<file path="config.mk">
export PLATFORM = sky130hd
export DESIGN_NAME = appliance_fault_monitor
export DESIGN_NICKNAME = d
export VERILOG_FILES = /design/src/verilog/fault_pkg.sv /design/src/verilog/appliance_fault_monitor.sv
export SDC_FILE = /design/constraint.sdc
export NUM_CORES = 1
export LEC_CHECK = 0
export BUFFER_PORTS_ARGS = -buffer_cell sky130_fd_sc_hd__buf_2
export CAP_MARGIN = 15
export CORE_ASPECT_RATIO = 1.2
export CORE_MARGIN = 4
export CORE_UTILIZATION = 35
export CTS_BUF_LIST = sky130_fd_sc_hd__clkbuf_16
export DETAILED_ROUTE_END_ITERATION = 6
export PLACE_DENSITY = 0.63
export SLEW_MARGIN = 20
export SYNTH_ARGS = -nofsm -noshare
export SYNTH_HDL_FRONTEND = slang
export SYNTH_SLANG_ARGS = --single-unit
export TNS_END_PERCENT = 1
</file>
<file path="constraint.sdc">
create_clock -name pclk -period 2.5 [get_ports pclk]
set_input_delay 0.125 -clock pclk [delete_from_list [all_inputs] [get_ports pclk]]
set_output_delay 0.125 -clock pclk [all_outputs]
set_load 0.01 [all_outputs]
</file>
<file path="src/verilog/fault_pkg.sv">
package fault_pkg;

  localparam int CLK_PERIOD_NS  = 100;
  localparam int TICK_MS        = 100;
  localparam int TICK_DEFAULT   = TICK_MS * 1000000 / CLK_PERIOD_NS;

  localparam int VALVE_NORM_MS  = 60000;
  localparam int VALVE_DIAG_MS  = 4000;
  localparam int DRAIN_MAX_MS   = 300000;
  localparam int PUMP_OFF_MS    = 300000;
  localparam int TRIAC_MS       = 3000;
  localparam int TRIAC_PAUSE_MS = 10000;
  localparam int TSENSE_MS      = 1000;
  localparam int SAT_LINK_MS    = 25000;
  localparam int SAT_PAUSE_MS   = 10000;

  // tick counts: least times round up (sensing time takes one tick more than 1000/100), longest times round down
  localparam logic [11:0] VALVE_NORM_T  = 12'((VALVE_NORM_MS + TICK_MS - 1) / TICK_MS);
  localparam logic [11:0] VALVE_DIAG_T  = 12'((VALVE_DIAG_MS + TICK_MS - 1) / TICK_MS);
  localparam logic [11:0] DRAIN_MAX_T   = 12'(DRAIN_MAX_MS / TICK_MS);
  localparam logic [11:0] PUMP_OFF_T    = 12'((PUMP_OFF_MS + TICK_MS - 1) / TICK_MS);
  localparam logic [11:0] TRIAC_T       = 12'((TRIAC_MS + TICK_MS - 1) / TICK_MS);
  localparam logic [11:0] TRIAC_PAUSE_T = 12'((TRIAC_PAUSE_MS + TICK_MS - 1) / TICK_MS);
  localparam logic [11:0] TSENSE_T      = 12'(TSENSE_MS / TICK_MS + 1);
  localparam logic [11:0] SAT_LINK_T    = 12'((SAT_LINK_MS + TICK_MS - 1) / TICK_MS);
  localparam logic [11:0] SAT_PAUSE_T   = 12'((SAT_PAUSE_MS + TICK_MS - 1) / TICK_MS);

  localparam logic [2:0]  SAT_TRIALS     = 3'h5;
  localparam logic [7:0]  TSENSE_POS_LIM = 8'hfa;
  localparam logic [7:0]  TSENSE_NEG_LIM = 8'h05;
  localparam logic [11:0] LOAD_MIN_G     = 12'h258;
  localparam logic [11:0] LOAD_MAX_G     = 12'h7d0;

  localparam logic [11:0] STATUS_OFF = 12'h000;
  localparam logic [11:0] MASK_OFF   = 12'h004;
  localparam logic [11:0] ALARM_OFF  = 12'h008;
  localparam logic [11:0] CTRL_OFF   = 12'h00c;

  localparam int NUM_ALARMS = 10;
  localparam int A_VALVE    = 0;
  localparam int A_WLINK    = 1;
  localparam int A_WFAULT   = 2;
  localparam int A_CURRENT  = 3;
  localparam int A_LTRIAC   = 4;
  localparam int A_TSENSE   = 5;
  localparam int A_SATLINK  = 6;
  localparam int A_SATBOARD = 7;
  localparam int A_SOFTENER = 8;
  localparam int A_BRINE    = 9;

  localparam logic [NUM_ALARMS-1:0] MASK_RESET = 10'h000;
  localparam logic                  CTRL_RESET = 1'b1;

  typedef struct packed {
    logic        power_off;
    logic        power_fail;
    logic        start_pause;
    logic        diag_mode;
    logic        setup_mode;
    logic        flow_running;
    logic        valve_driven;
    logic        lvl_overload;
    logic        lvl_first;
    logic        lvl_antiboil;
    logic        weight_link_err;
    logic        weight_sensor_bad;
    logic        heater_test_step;
    logic [11:0] water_load_g;
    logic        zero_cross_offset_fail;
    logic        zero_cross_missing;
    logic        aux_load_triac_drive;
    logic        aux_load_triac_sense_hi;
    logic        half_wave_pos;
    logic [7:0]  triac_sense_adc;
    logic        sat_link_ok;
    logic        sat_board_fault;
    logic        regen_active;
    logic        level_float;
    logic        density_float;
    logic        brine_drive;
    logic        brine_current;
    logic        brine_active;
  } sensors_t;

  typedef struct packed {
    logic door_lock;
    logic door_release;
    logic drain_pump;
    logic spin_limit;
    logic machine_stop;
    logic weight_zero;
    logic sat_board_power;
  } actions_t;

  typedef enum logic [1:0] {D_IDLE, D_RUN, D_OFF, D_EMPTY} drain_state_t;
  typedef enum logic       {T_WATCH, T_PAUSE} triac_state_t;
  typedef enum logic       {S_ON, S_PAUSE} sat_state_t;

endpackage

</file>
<file path="src/verilog/appliance_fault_monitor.sv">
// Notes on behaviour
// - flow without valves: alarm after 60s/4s
// - valve alarm: door locked, drain 5 minutes max
// - level stuck: pump off 5 min, restart
// - softener, pump, valve, triac alarms: power-off only
// - weight link error: zero weight, cleared by press
// - diagnostic heater test: load outside 600-2000 g
// - weight sensor bad: fault alarm, zero weight
// - current sensor fault: limit spin speed
// - triac mismatch: open load or shorted triac
// - triac alarm: two 3s trials, 10s pause
// - set-up mode: alarm after first trial
// - load triac alarm: safety drain, door opens
// - triac sensing beyond 250/5 over 1s
// - sensing alarm: drain first, power fail restarts
// - satellite link alarm after 25s of retries
// - satellite board fault: five trials, 10s off
// - float unchanged whole regeneration: alarm, stop
// - brine pump drive/current mismatch: alarm, stop
//
// Our own choices: the register addresses and register access over APB.
`timescale 1ns/1ps
`default_nettype none

module appliance_fault_monitor
  import fault_pkg::*;
#(
  parameter int TICK_CYCLES = TICK_DEFAULT
) (
  input  wire logic                  pclk,
  input  wire logic                  presetn,
  input  wire logic                  psel,
  input  wire logic                  penable,
  input  wire logic                  pwrite,
  input  wire logic [11:0]           paddr,
  input  wire logic [31:0]           pwdata,
  output var  logic [31:0]           prdata,
  output var  logic                  pready,
  output var  logic                  pslverr,
  input  wire sensors_t              sens_pin,
  output var  actions_t              act,
  output var  logic [NUM_ALARMS-1:0] alarm,
  output var  logic                  irq
);

  // input synchroniser and tick divider
  sensors_t    sync1_reg, s;
  logic [23:0] tick_cnt_reg, tick_cnt_next;
  logic        tick_reg, tick_next;

  always_comb begin
    tick_next = (tick_cnt_reg == 24'(TICK_CYCLES - 1));
    tick_cnt_next = tick_next ? 24'h000000 : tick_cnt_reg + 24'h000001;
  end

  always_ff @(posedge pclk or negedge presetn) begin
    if (!presetn) begin
      sync1_reg    <= '0;
      s            <= '0;
      tick_cnt_reg <= 24'h000000;
      tick_reg     <= 1'b0;
    end else begin
      sync1_reg    <= sens_pin;
      s            <= sync1_reg;
      tick_cnt_reg <= tick_cnt_next;
      tick_reg     <= tick_next;
    end
  end

  // persistence timers: valve, triac sensing, satellite link
  logic [NUM_ALARMS-1:0] alarm_reg, alarm_next;
  logic [2:0]  p_cond;
  logic [2:0]  p_hit;
  logic [11:0] p_lim [3];
  logic [11:0] p_cnt_reg [3];
  logic [11:0] p_cnt_next [3];
  logic        tsense_out;

  always_comb begin
    tsense_out = s.half_wave_pos ? (s.triac_sense_adc > TSENSE_POS_LIM)
                                 : (s.triac_sense_adc > TSENSE_NEG_LIM);
    p_cond[0] = s.flow_running & !s.valve_driven;
    p_cond[1] = tsense_out;
    p_cond[2] = !s.sat_link_ok;
    p_lim[0]  = s.diag_mode ? VALVE_DIAG_T : VALVE_NORM_T;
    p_lim[1]  = TSENSE_T;
    p_lim[2]  = SAT_LINK_T;
  end

  genvar gi;
  generate
    for (gi = 0; gi < 3; gi++) begin : g_persist
      always_comb begin
        if (!p_cond[gi] || s.power_off)
          p_cnt_next[gi] = 12'h000;
        else if (tick_reg && p_cnt_reg[gi] < p_lim[gi])
          p_cnt_next[gi] = p_cnt_reg[gi] + 12'h001;
        else
          p_cnt_next[gi] = p_cnt_reg[gi];
        p_hit[gi] = p_cond[gi] && p_cnt_reg[gi] >= p_lim[gi];
      end
      always_ff @(posedge pclk or negedge presetn) begin
        if (!presetn)
          p_cnt_reg[gi] <= 12'h000;
        else
          p_cnt_reg[gi] <= p_cnt_next[gi];
      end
    end
  endgenerate

  // load triac trials
  triac_state_t t_reg, t_next;
  logic [11:0]  tc_reg, tc_next;
  logic         second_reg, second_next;
  logic         mismatch, ltriac_set;

  always_comb begin
    mismatch = (s.aux_load_triac_drive & s.aux_load_triac_sense_hi) |
               (!s.aux_load_triac_drive & !s.aux_load_triac_sense_hi);
    t_next = t_reg;
    tc_next = tc_reg;
    second_next = second_reg;
    ltriac_set = 1'b0;
    unique case (t_reg)
      T_WATCH: begin
        if (!mismatch || alarm_reg[A_LTRIAC]) begin
          tc_next = 12'h000;
          second_next = 1'b0;
        end else if (tc_reg >= TRIAC_T) begin
          tc_next = 12'h000;
          if (second_reg || s.setup_mode) begin
            ltriac_set = 1'b1;
            second_next = 1'b0;
          end else begin
            t_next = T_PAUSE;
          end
        end else if (tick_reg) begin
          tc_next = tc_reg + 12'h001;
        end
      end
      T_PAUSE: begin
        if (tc_reg >= TRIAC_PAUSE_T) begin
          t_next = T_WATCH;
          tc_next = 12'h000;
          second_next = 1'b1;
        end else if (tick_reg) begin
          tc_next = tc_reg + 12'h001;
        end
      end
    endcase
    if (s.power_off) begin
      t_next = T_WATCH;
      tc_next = 12'h000;
      second_next = 1'b0;
    end
  end

  // satellite board fault trials
  sat_state_t sat_reg, sat_next;
  logic [11:0] st_reg, st_next;
  logic [2:0]  trial_reg, trial_next;
  logic        satboard_set;

  always_comb begin
    sat_next = sat_reg;
    st_next = st_reg;
    trial_next = trial_reg;
    satboard_set = 1'b0;
    unique case (sat_reg)
      S_ON: begin
        if (!s.sat_board_fault || alarm_reg[A_SATBOARD]) begin
          trial_next = 3'h0;
        end else if (tick_reg) begin
          trial_next = trial_reg + 3'h1;
          if (trial_next == SAT_TRIALS) begin
            satboard_set = 1'b1;
          end else begin
            sat_next = S_PAUSE;
            st_next = 12'h000;
          end
        end
      end
      S_PAUSE: begin
        if (st_reg >= SAT_PAUSE_T)
          sat_next = S_ON;
        else if (tick_reg)
          st_next = st_reg + 12'h001;
      end
    endcase
    if (s.power_off) begin
      sat_next = S_ON;
      st_next = 12'h000;
      trial_next = 3'h0;
    end
  end

  // softener float watch over regeneration
  logic regen_prev_reg, lvl_prev_reg, den_prev_reg;
  logic lvl_chg_reg, den_chg_reg, lvl_chg_next, den_chg_next;
  logic soft_set;

  always_comb begin
    lvl_chg_next = lvl_chg_reg | (s.level_float != lvl_prev_reg);
    den_chg_next = den_chg_reg | (s.density_float != den_prev_reg);
    if (s.regen_active && !regen_prev_reg) begin
      lvl_chg_next = 1'b0;
      den_chg_next = 1'b0;
    end
    soft_set = !s.regen_active && regen_prev_reg &&
               !(lvl_chg_reg && den_chg_reg);
  end

  // safety drain sequencer
  drain_state_t d_reg, d_next;
  logic [11:0]  dt_reg, dt_next;
  logic         all_open, drain_req, triac_drain;

  always_comb begin
    all_open = !(s.lvl_overload | s.lvl_first | s.lvl_antiboil);
    triac_drain = alarm_reg[A_LTRIAC] | alarm_reg[A_TSENSE];
    drain_req = alarm_reg[A_VALVE] | triac_drain;
    d_next = d_reg;
    dt_next = dt_reg;
    unique case (d_reg)
      D_IDLE: begin
        if (drain_req) begin
          d_next = D_RUN;
          dt_next = 12'h000;
        end
      end
      D_RUN: begin
        if (all_open) begin
          d_next = D_EMPTY;
        end else if (dt_reg >= DRAIN_MAX_T) begin
          d_next = D_OFF;
          dt_next = 12'h000;
        end else if (tick_reg) begin
          dt_next = dt_reg + 12'h001;
        end
      end
      D_OFF: begin
        if (dt_reg >= PUMP_OFF_T && s.lvl_overload) begin
          d_next = D_RUN;
          dt_next = 12'h000;
        end else if (tick_reg && dt_reg < PUMP_OFF_T) begin
          dt_next = dt_reg + 12'h001;
        end
      end
      D_EMPTY: begin
        if (!all_open) begin
          d_next = D_RUN;
          dt_next = 12'h000;
        end
      end
    endcase
    if (alarm_reg[A_TSENSE] && s.power_fail) begin
      d_next = D_RUN;
      dt_next = 12'h000;
    end
    if (s.power_off) begin
      d_next = D_IDLE;
      dt_next = 12'h000;
    end
  end

  // alarm latch, actions, register file
  logic [NUM_ALARMS-1:0] set_vec, status_reg, status_next;
  logic [NUM_ALARMS-1:0] mask_reg, mask_next;
  logic                  ctrl_en_reg, ctrl_en_next;
  actions_t              act_next;
  logic                  irq_next, pready_next, pslverr_next, wr_en;
  logic                  mapped;
  logic [31:0]           prdata_next;
  logic                  load_bad;

  always_comb begin
    load_bad = (s.water_load_g < LOAD_MIN_G) || (s.water_load_g > LOAD_MAX_G);
    set_vec = '0;
    set_vec[A_VALVE]    = p_hit[0];
    set_vec[A_WLINK]    = s.weight_link_err;
    set_vec[A_WFAULT]   = s.weight_sensor_bad |
                          (s.diag_mode & s.heater_test_step & load_bad);
    set_vec[A_CURRENT]  = s.zero_cross_offset_fail | s.zero_cross_missing;
    set_vec[A_LTRIAC]   = ltriac_set;
    set_vec[A_TSENSE]   = p_hit[1];
    set_vec[A_SATLINK]  = p_hit[2];
    set_vec[A_SATBOARD] = satboard_set;
    set_vec[A_SOFTENER] = soft_set;
    set_vec[A_BRINE]    = (s.brine_drive & !s.brine_current) |
                          (!s.brine_drive & s.brine_active);
    alarm_next = alarm_reg;
    if (s.start_pause) begin
      alarm_next[A_WLINK]  = 1'b0;
      alarm_next[A_WFAULT] = 1'b0;
    end
    if (s.power_off)
      alarm_next = '0;
    else if (ctrl_en_reg)
      alarm_next = alarm_next | set_vec;
    act_next.door_lock = alarm_reg[A_VALVE] |
                         (triac_drain & d_reg != D_EMPTY);
    act_next.door_release = triac_drain & d_reg == D_EMPTY &
                            !alarm_reg[A_VALVE];
    act_next.drain_pump = d_reg == D_RUN;
    act_next.spin_limit = alarm_reg[A_CURRENT];
    act_next.machine_stop = alarm_reg[A_SATBOARD] | alarm_reg[A_SOFTENER] |
                            alarm_reg[A_BRINE] |
                            (triac_drain & d_reg == D_EMPTY);
    act_next.weight_zero = alarm_reg[A_WLINK] | alarm_reg[A_WFAULT];
    act_next.sat_board_power = sat_reg == S_ON;
    mapped = paddr == STATUS_OFF || paddr == MASK_OFF ||
             paddr == ALARM_OFF || paddr == CTRL_OFF;
    wr_en = psel & penable & pready & pwrite & mapped;
    pready_next = psel & penable & !pready;
    pslverr_next = psel & penable & !pready & !mapped;
    prdata_next = 32'h00000000;
    if (psel && penable && !pready && !pwrite) begin
      unique case (paddr)
        STATUS_OFF: prdata_next = 32'(status_reg);
        MASK_OFF:   prdata_next = 32'(mask_reg);
        ALARM_OFF:  prdata_next = 32'(alarm_reg);
        CTRL_OFF:   prdata_next = 32'(ctrl_en_reg);
        default:    prdata_next = 32'h00000000;
      endcase
    end
    mask_next = mask_reg;
    ctrl_en_next = ctrl_en_reg;
    status_next = status_reg;
    if (wr_en && paddr == MASK_OFF)
      mask_next = pwdata[NUM_ALARMS-1:0];
    if (wr_en && paddr == CTRL_OFF)
      ctrl_en_next = pwdata[0];
    if (wr_en && paddr == STATUS_OFF)
      status_next = status_reg & ~pwdata[NUM_ALARMS-1:0];
    status_next = status_next | (alarm_next & ~alarm_reg);
    irq_next = |(status_next & mask_next);
  end
  always_ff @(posedge pclk or negedge presetn) begin
    if (!presetn) begin
      t_reg          <= T_WATCH;
      tc_reg         <= 12'h000;
      second_reg     <= 1'b0;
      sat_reg        <= S_ON;
      st_reg         <= 12'h000;
      trial_reg      <= 3'h0;
      regen_prev_reg <= 1'b0;
      lvl_prev_reg   <= 1'b0;
      den_prev_reg   <= 1'b0;
      lvl_chg_reg    <= 1'b0;
      den_chg_reg    <= 1'b0;
      d_reg          <= D_IDLE;
      dt_reg         <= 12'h000;
      alarm_reg      <= '0;
      status_reg     <= '0;
      mask_reg       <= MASK_RESET;
      ctrl_en_reg    <= CTRL_RESET;
      act            <= '0;
      alarm          <= '0;
      irq            <= 1'b0;
      prdata         <= 32'h00000000;
      pready         <= 1'b0;
      pslverr        <= 1'b0;
    end else begin
      t_reg          <= t_next;
      tc_reg         <= tc_next;
      second_reg     <= second_next;
      sat_reg        <= sat_next;
      st_reg         <= st_next;
      trial_reg      <= trial_next;
      regen_prev_reg <= s.regen_active;
      lvl_prev_reg   <= s.level_float;
      den_prev_reg   <= s.density_float;
      lvl_chg_reg    <= lvl_chg_next;
      den_chg_reg    <= den_chg_next;
      d_reg          <= d_next;
      dt_reg         <= dt_next;
      alarm_reg      <= alarm_next;
      status_reg     <= status_next;
      mask_reg       <= mask_next;
      ctrl_en_reg    <= ctrl_en_next;
      act            <= act_next;
      alarm          <= alarm_next;
      irq            <= irq_next;
      prdata         <= prdata_next;
      pready         <= pready_next;
      pslverr        <= pslverr_next;
    end
  end

endmodule

`default_nettype wire

</file>
==> impl_metrics.json <==
{
  "antenna_found_initial": 0,
  "hold_violations": 0,
  "numCtsBuffers": 28,
  "drc": 0,
  "grtUsageMet3_pct": 2.005,
  "synthCells": 901,
  "fillCellCount": 2751,
  "finClkSkew_ps": 12.08,
  "met1_usage_pct": 19.47,
  "ys_warn_count": 0,
  "grt_first_pass_wirelength_um": 37300,
  "final_nets": 1225,
  "die-area_sq_um": 32020,
  "crit_fanout": 3,
  "wire_per_inst_um": 14.62,
  "cp_data_arrival_time_ps": 2810,
  "initial_utilization_pct": 35.55,
  "drt-initial-drc-count": 410,
  "hold_end": "pslverr$_DFF_PN0_",
  "clk_latency_ps": 530,
  "setup_viol": 0,
  "grt.overflow.total": 0,
  "synth_area_sq_um": 10220,
  "max_slew.worst_pin.slew_ps": 577.4,
  "routed_wl_um": 22150,
  "yosys_most_used_dff": "dfrtp_1",
  "r2r_cells": 7,
  "fp-row-count": 68,
  "cts_tree": "built",
  "synth-edff-count": 0,
  "slew_headroom_pct": 60.51,
  "synthArstFlopShare_pct": 100.0,
  "ant_nets": 0,
  "diodes": 0,
  "finish.utilization_pct": 44.74,
  "vias_per_cell": 4.712,
  "leakagePower_nw": 6.023,
  "r2r_start": "s[42]$_DFF_PN0_",
  "final.setup.tns_ps": 0,
  "grt_max_degree": 74,
  "vias": 7139,
  "max-vdd-ir-drop_uv": 440.6,
  "die_w_um": 164.0,
  "r2r-end": "p_cnt_reg[33]$_DFFE_PN0P_",
  "hold_class": "input port to flip-flop",
  "period_share_pct": 94.97,
  "clkTransAtPathRegs_ps": 60,
  "syn_avg_cell_area_sq_um": 11.35,
  "drive_above_1_share_pct": 17.08,
  "synth_cell_types": 65,
  "coreArea_sq_um": 28760,
  "multi_input_area_sq_um": 3600,
  "status": "finished clean",
  "synth_seq_cells": 253,
  "min_path_cells": 4,
  "cts.sinks": 253,
  "holdCritStartpoint": "paddr[6]",
  "io_pins": 147,
  "pwr_density_cell_nw_per_um2": 695.0,
  "htree_num_levels": 1,
  "clockBufferDepth": 3,
  "hpwl_um": 15370,
  "place_congestion": 0.8653,
  "maxCapViolCount": 0,
  "cp-start-kind": "flip-flop",
  "fmax_mhz": 421.2,
  "r2r_slack_ps": 130,
  "grt_pass1_vias": 7411,
  "fin_crit_ps": 2374,
  "grt_most_used_layer": "met2",
  "port_buffers": 102,
  "slew_viol_final": 0,
  "path_class": "flip-flop to flip-flop",
  "grtUsageTotal_pct": 14.20,
  "firstDrtPassIters": 6,
  "grt_use_met2_pct": 23.70,
  "area_growth_pct": 25.86,
  "ctsRootBufferMaster": "clkbuf_16",
  "worstSetupEndpointType": "flip-flop",
  "required_ps": 2940,
  "die_h_um": 195.2,
  "synth_seq_area_share_pct": 61.95,
  "ff_latch_area_sq_um": 6332,
  "rsz0062_at_grt": "yes"
}
cell families after synthesis:
| logic type | synth area share [%] |
|---|---|
| XOR/XNOR | 4.198 |
| other | 0.03668 |
| adder cells (fa/ha/maj) | 2.693 |
| buffers and inverters | 3.855 |
| flip-flops | 61.95 |
| AND/OR/NAND/NOR | 15.50 |
| multiplexers | 1.506 |
| AO/OA/AOI/OAI | 10.27 |
layout by cell type, fill, tap and decap left out, drive strengths merged, types with 16 or more instances in the layout:
| cell type | Yosys | final |
|---|---|---|
| a21oi | 31 | 31 |
| and3 | 16 | 16 |
| buf | 28 | 136 |
| clkbuf | 15 | 29 |
| conb | 1 | 27 |
| dfrtp | 252 | 252 |
| dlygate4sd3 | 0 | 58 |
| ha | 22 | 22 |
| inv | 36 | 43 |
| nand2 | 67 | 67 |
| nand3 | 23 | 23 |
| nor2 | 123 | 123 |
| o21ai | 41 | 41 |
| xnor2 | 20 | 20 |
| xor2 | 29 | 29 |
worst max-delay path, stage by stage, from the launching register on:
cell,delay [ps]
dfrtp_1,380
ha_1,200
or3_4,370
or4_4,430
a21oi_4,190
o21ai_4,80
or4_1,500
a21oi_1,150
power breakdown:
group	internal, mW	switching, mW	total [mW]
combinational	0.262	0.331	0.593
sequential	4.21	0.0568	4.26
clock	2.50	1.59	4.09
stage by stage:
step / instances / instance area, sq um / setup slack [ps] / power, mW / hold slack, ps
global placement: 1401 / 11310 / 73.42 / 4.857 / 141.4
detailed placement: 1401 / 11310 / 81.00 / 4.870 / 139.9
floorplan: 927 / 10320 / 49.63 / 4.613 / -170.6
global route: 1515 / 12870 / -9.355 / 9.352 / 24.72
finish: 1515 / 12870 / 125.7 / 8.942 / 31.18
CTS: 1511 / 12830 / 42.40 / 9.079 / 2.175
synthesized netlist by cell type, types with 3 or more instances:
| cell type | number | area share, % |
|---|---|---|
| nand3_1 | 23 | 1.1 |
| o311a_1 | 3 | 0.29 |
| o41ai_1 | 3 | 0.26 |
| nor2b_1 | 11 | 0.67 |
| buf_1 | 3 | 0.11 |
| or3_1 | 5 | 0.31 |
| o21a_1 | 3 | 0.22 |
| nor4_1 | 12 | 0.73 |
| mux2i_1 | 12 | 1.2 |
| nor4b_1 | 3 | 0.26 |
| and2_1 | 14 | 0.86 |
| buf_4 | 24 | 1.8 |
| inv_1 | 36 | 1.3 |
| a21o_1 | 6 | 0.44 |
| or2_2 | 6 | 0.37 |
| o2111ai_1 | 4 | 0.34 |
| a21oi_1 | 30 | 1.5 |
| a211oi_1 | 6 | 0.44 |
| o31ai_1 | 7 | 0.51 |
| a31oi_1 | 6 | 0.37 |
| and3_1 | 16 | 0.98 |
| o211ai_1 | 5 | 0.37 |
| nand2b_1 | 8 | 0.49 |
| nand4_1 | 14 | 0.86 |
| a2111oi_0 | 5 | 0.43 |
| clkbuf_1 | 15 | 0.55 |
| o21ai_0 | 38 | 1.9 |
| or4_1 | 7 | 0.51 |
| ha_1 | 22 | 2.7 |
| a22oi_1 | 7 | 0.51 |
| nor3_1 | 14 | 0.69 |
| a22o_1 | 8 | 0.69 |
| nor2_1 | 122 | 4.5 |
| xor2_1 | 29 | 2.5 |
| xnor2_1 | 20 | 1.7 |
| a41oi_1 | 3 | 0.26 |
| dfrtp_1 | 252 | 62 |
| nand2_1 | 67 | 2.5 |
cell type report:
class	instances	area share (%)
clock buffers	29	5.640
clock inverters	23	1.605
inverters	36	1.050
multi-input cells	595	27.98
flip-flops and latches	253	49.22
well taps	385	3.744
repair buffers	194	10.77
layer usage:
layer / vias up / share of wire [%]
met5: - / 0
li1: 3481 / -
met4: 0 / 2.4
met1: 3488 / 44
met3: 32 / 4.8
met2: 138 / 49
worst max path at each step:
| stage | start | end | cells past startpoint |
|---|---|---|---|
| floorplan | s[42]$_DFF_PN0_ | p_cnt_reg[33]$_DFFE_PN0P_ | 7 |
| global placement | p_cnt_reg[33]$_DFFE_PN0P_ | p_cnt_reg[30]$_DFFE_PN0P_ | 8 |
| detailed placement | p_cnt_reg[33]$_DFFE_PN0P_ | p_cnt_reg[30]$_DFFE_PN0P_ | 8 |
| CTS | p_cnt_reg[33]$_DFFE_PN0P_ | irq$_DFF_PN0_ | 7 |
| global route | s[42]$_DFF_PN0_ | irq$_DFF_PN0_ | 7 |
| finish | s[42]$_DFF_PN0_ | p_cnt_reg[33]$_DFFE_PN0P_ | 7 |
repair_timing:
item / 4_1_cts / 5_1_grt
hold buffers: 58 / 0
buffers inserted: 0 / 4
setup endpoints to repair: 0 / 2
resized for setup: 0 / 4
endpoints found under the hold margin: 132 / 0
(Power assumes the default switching activity.)
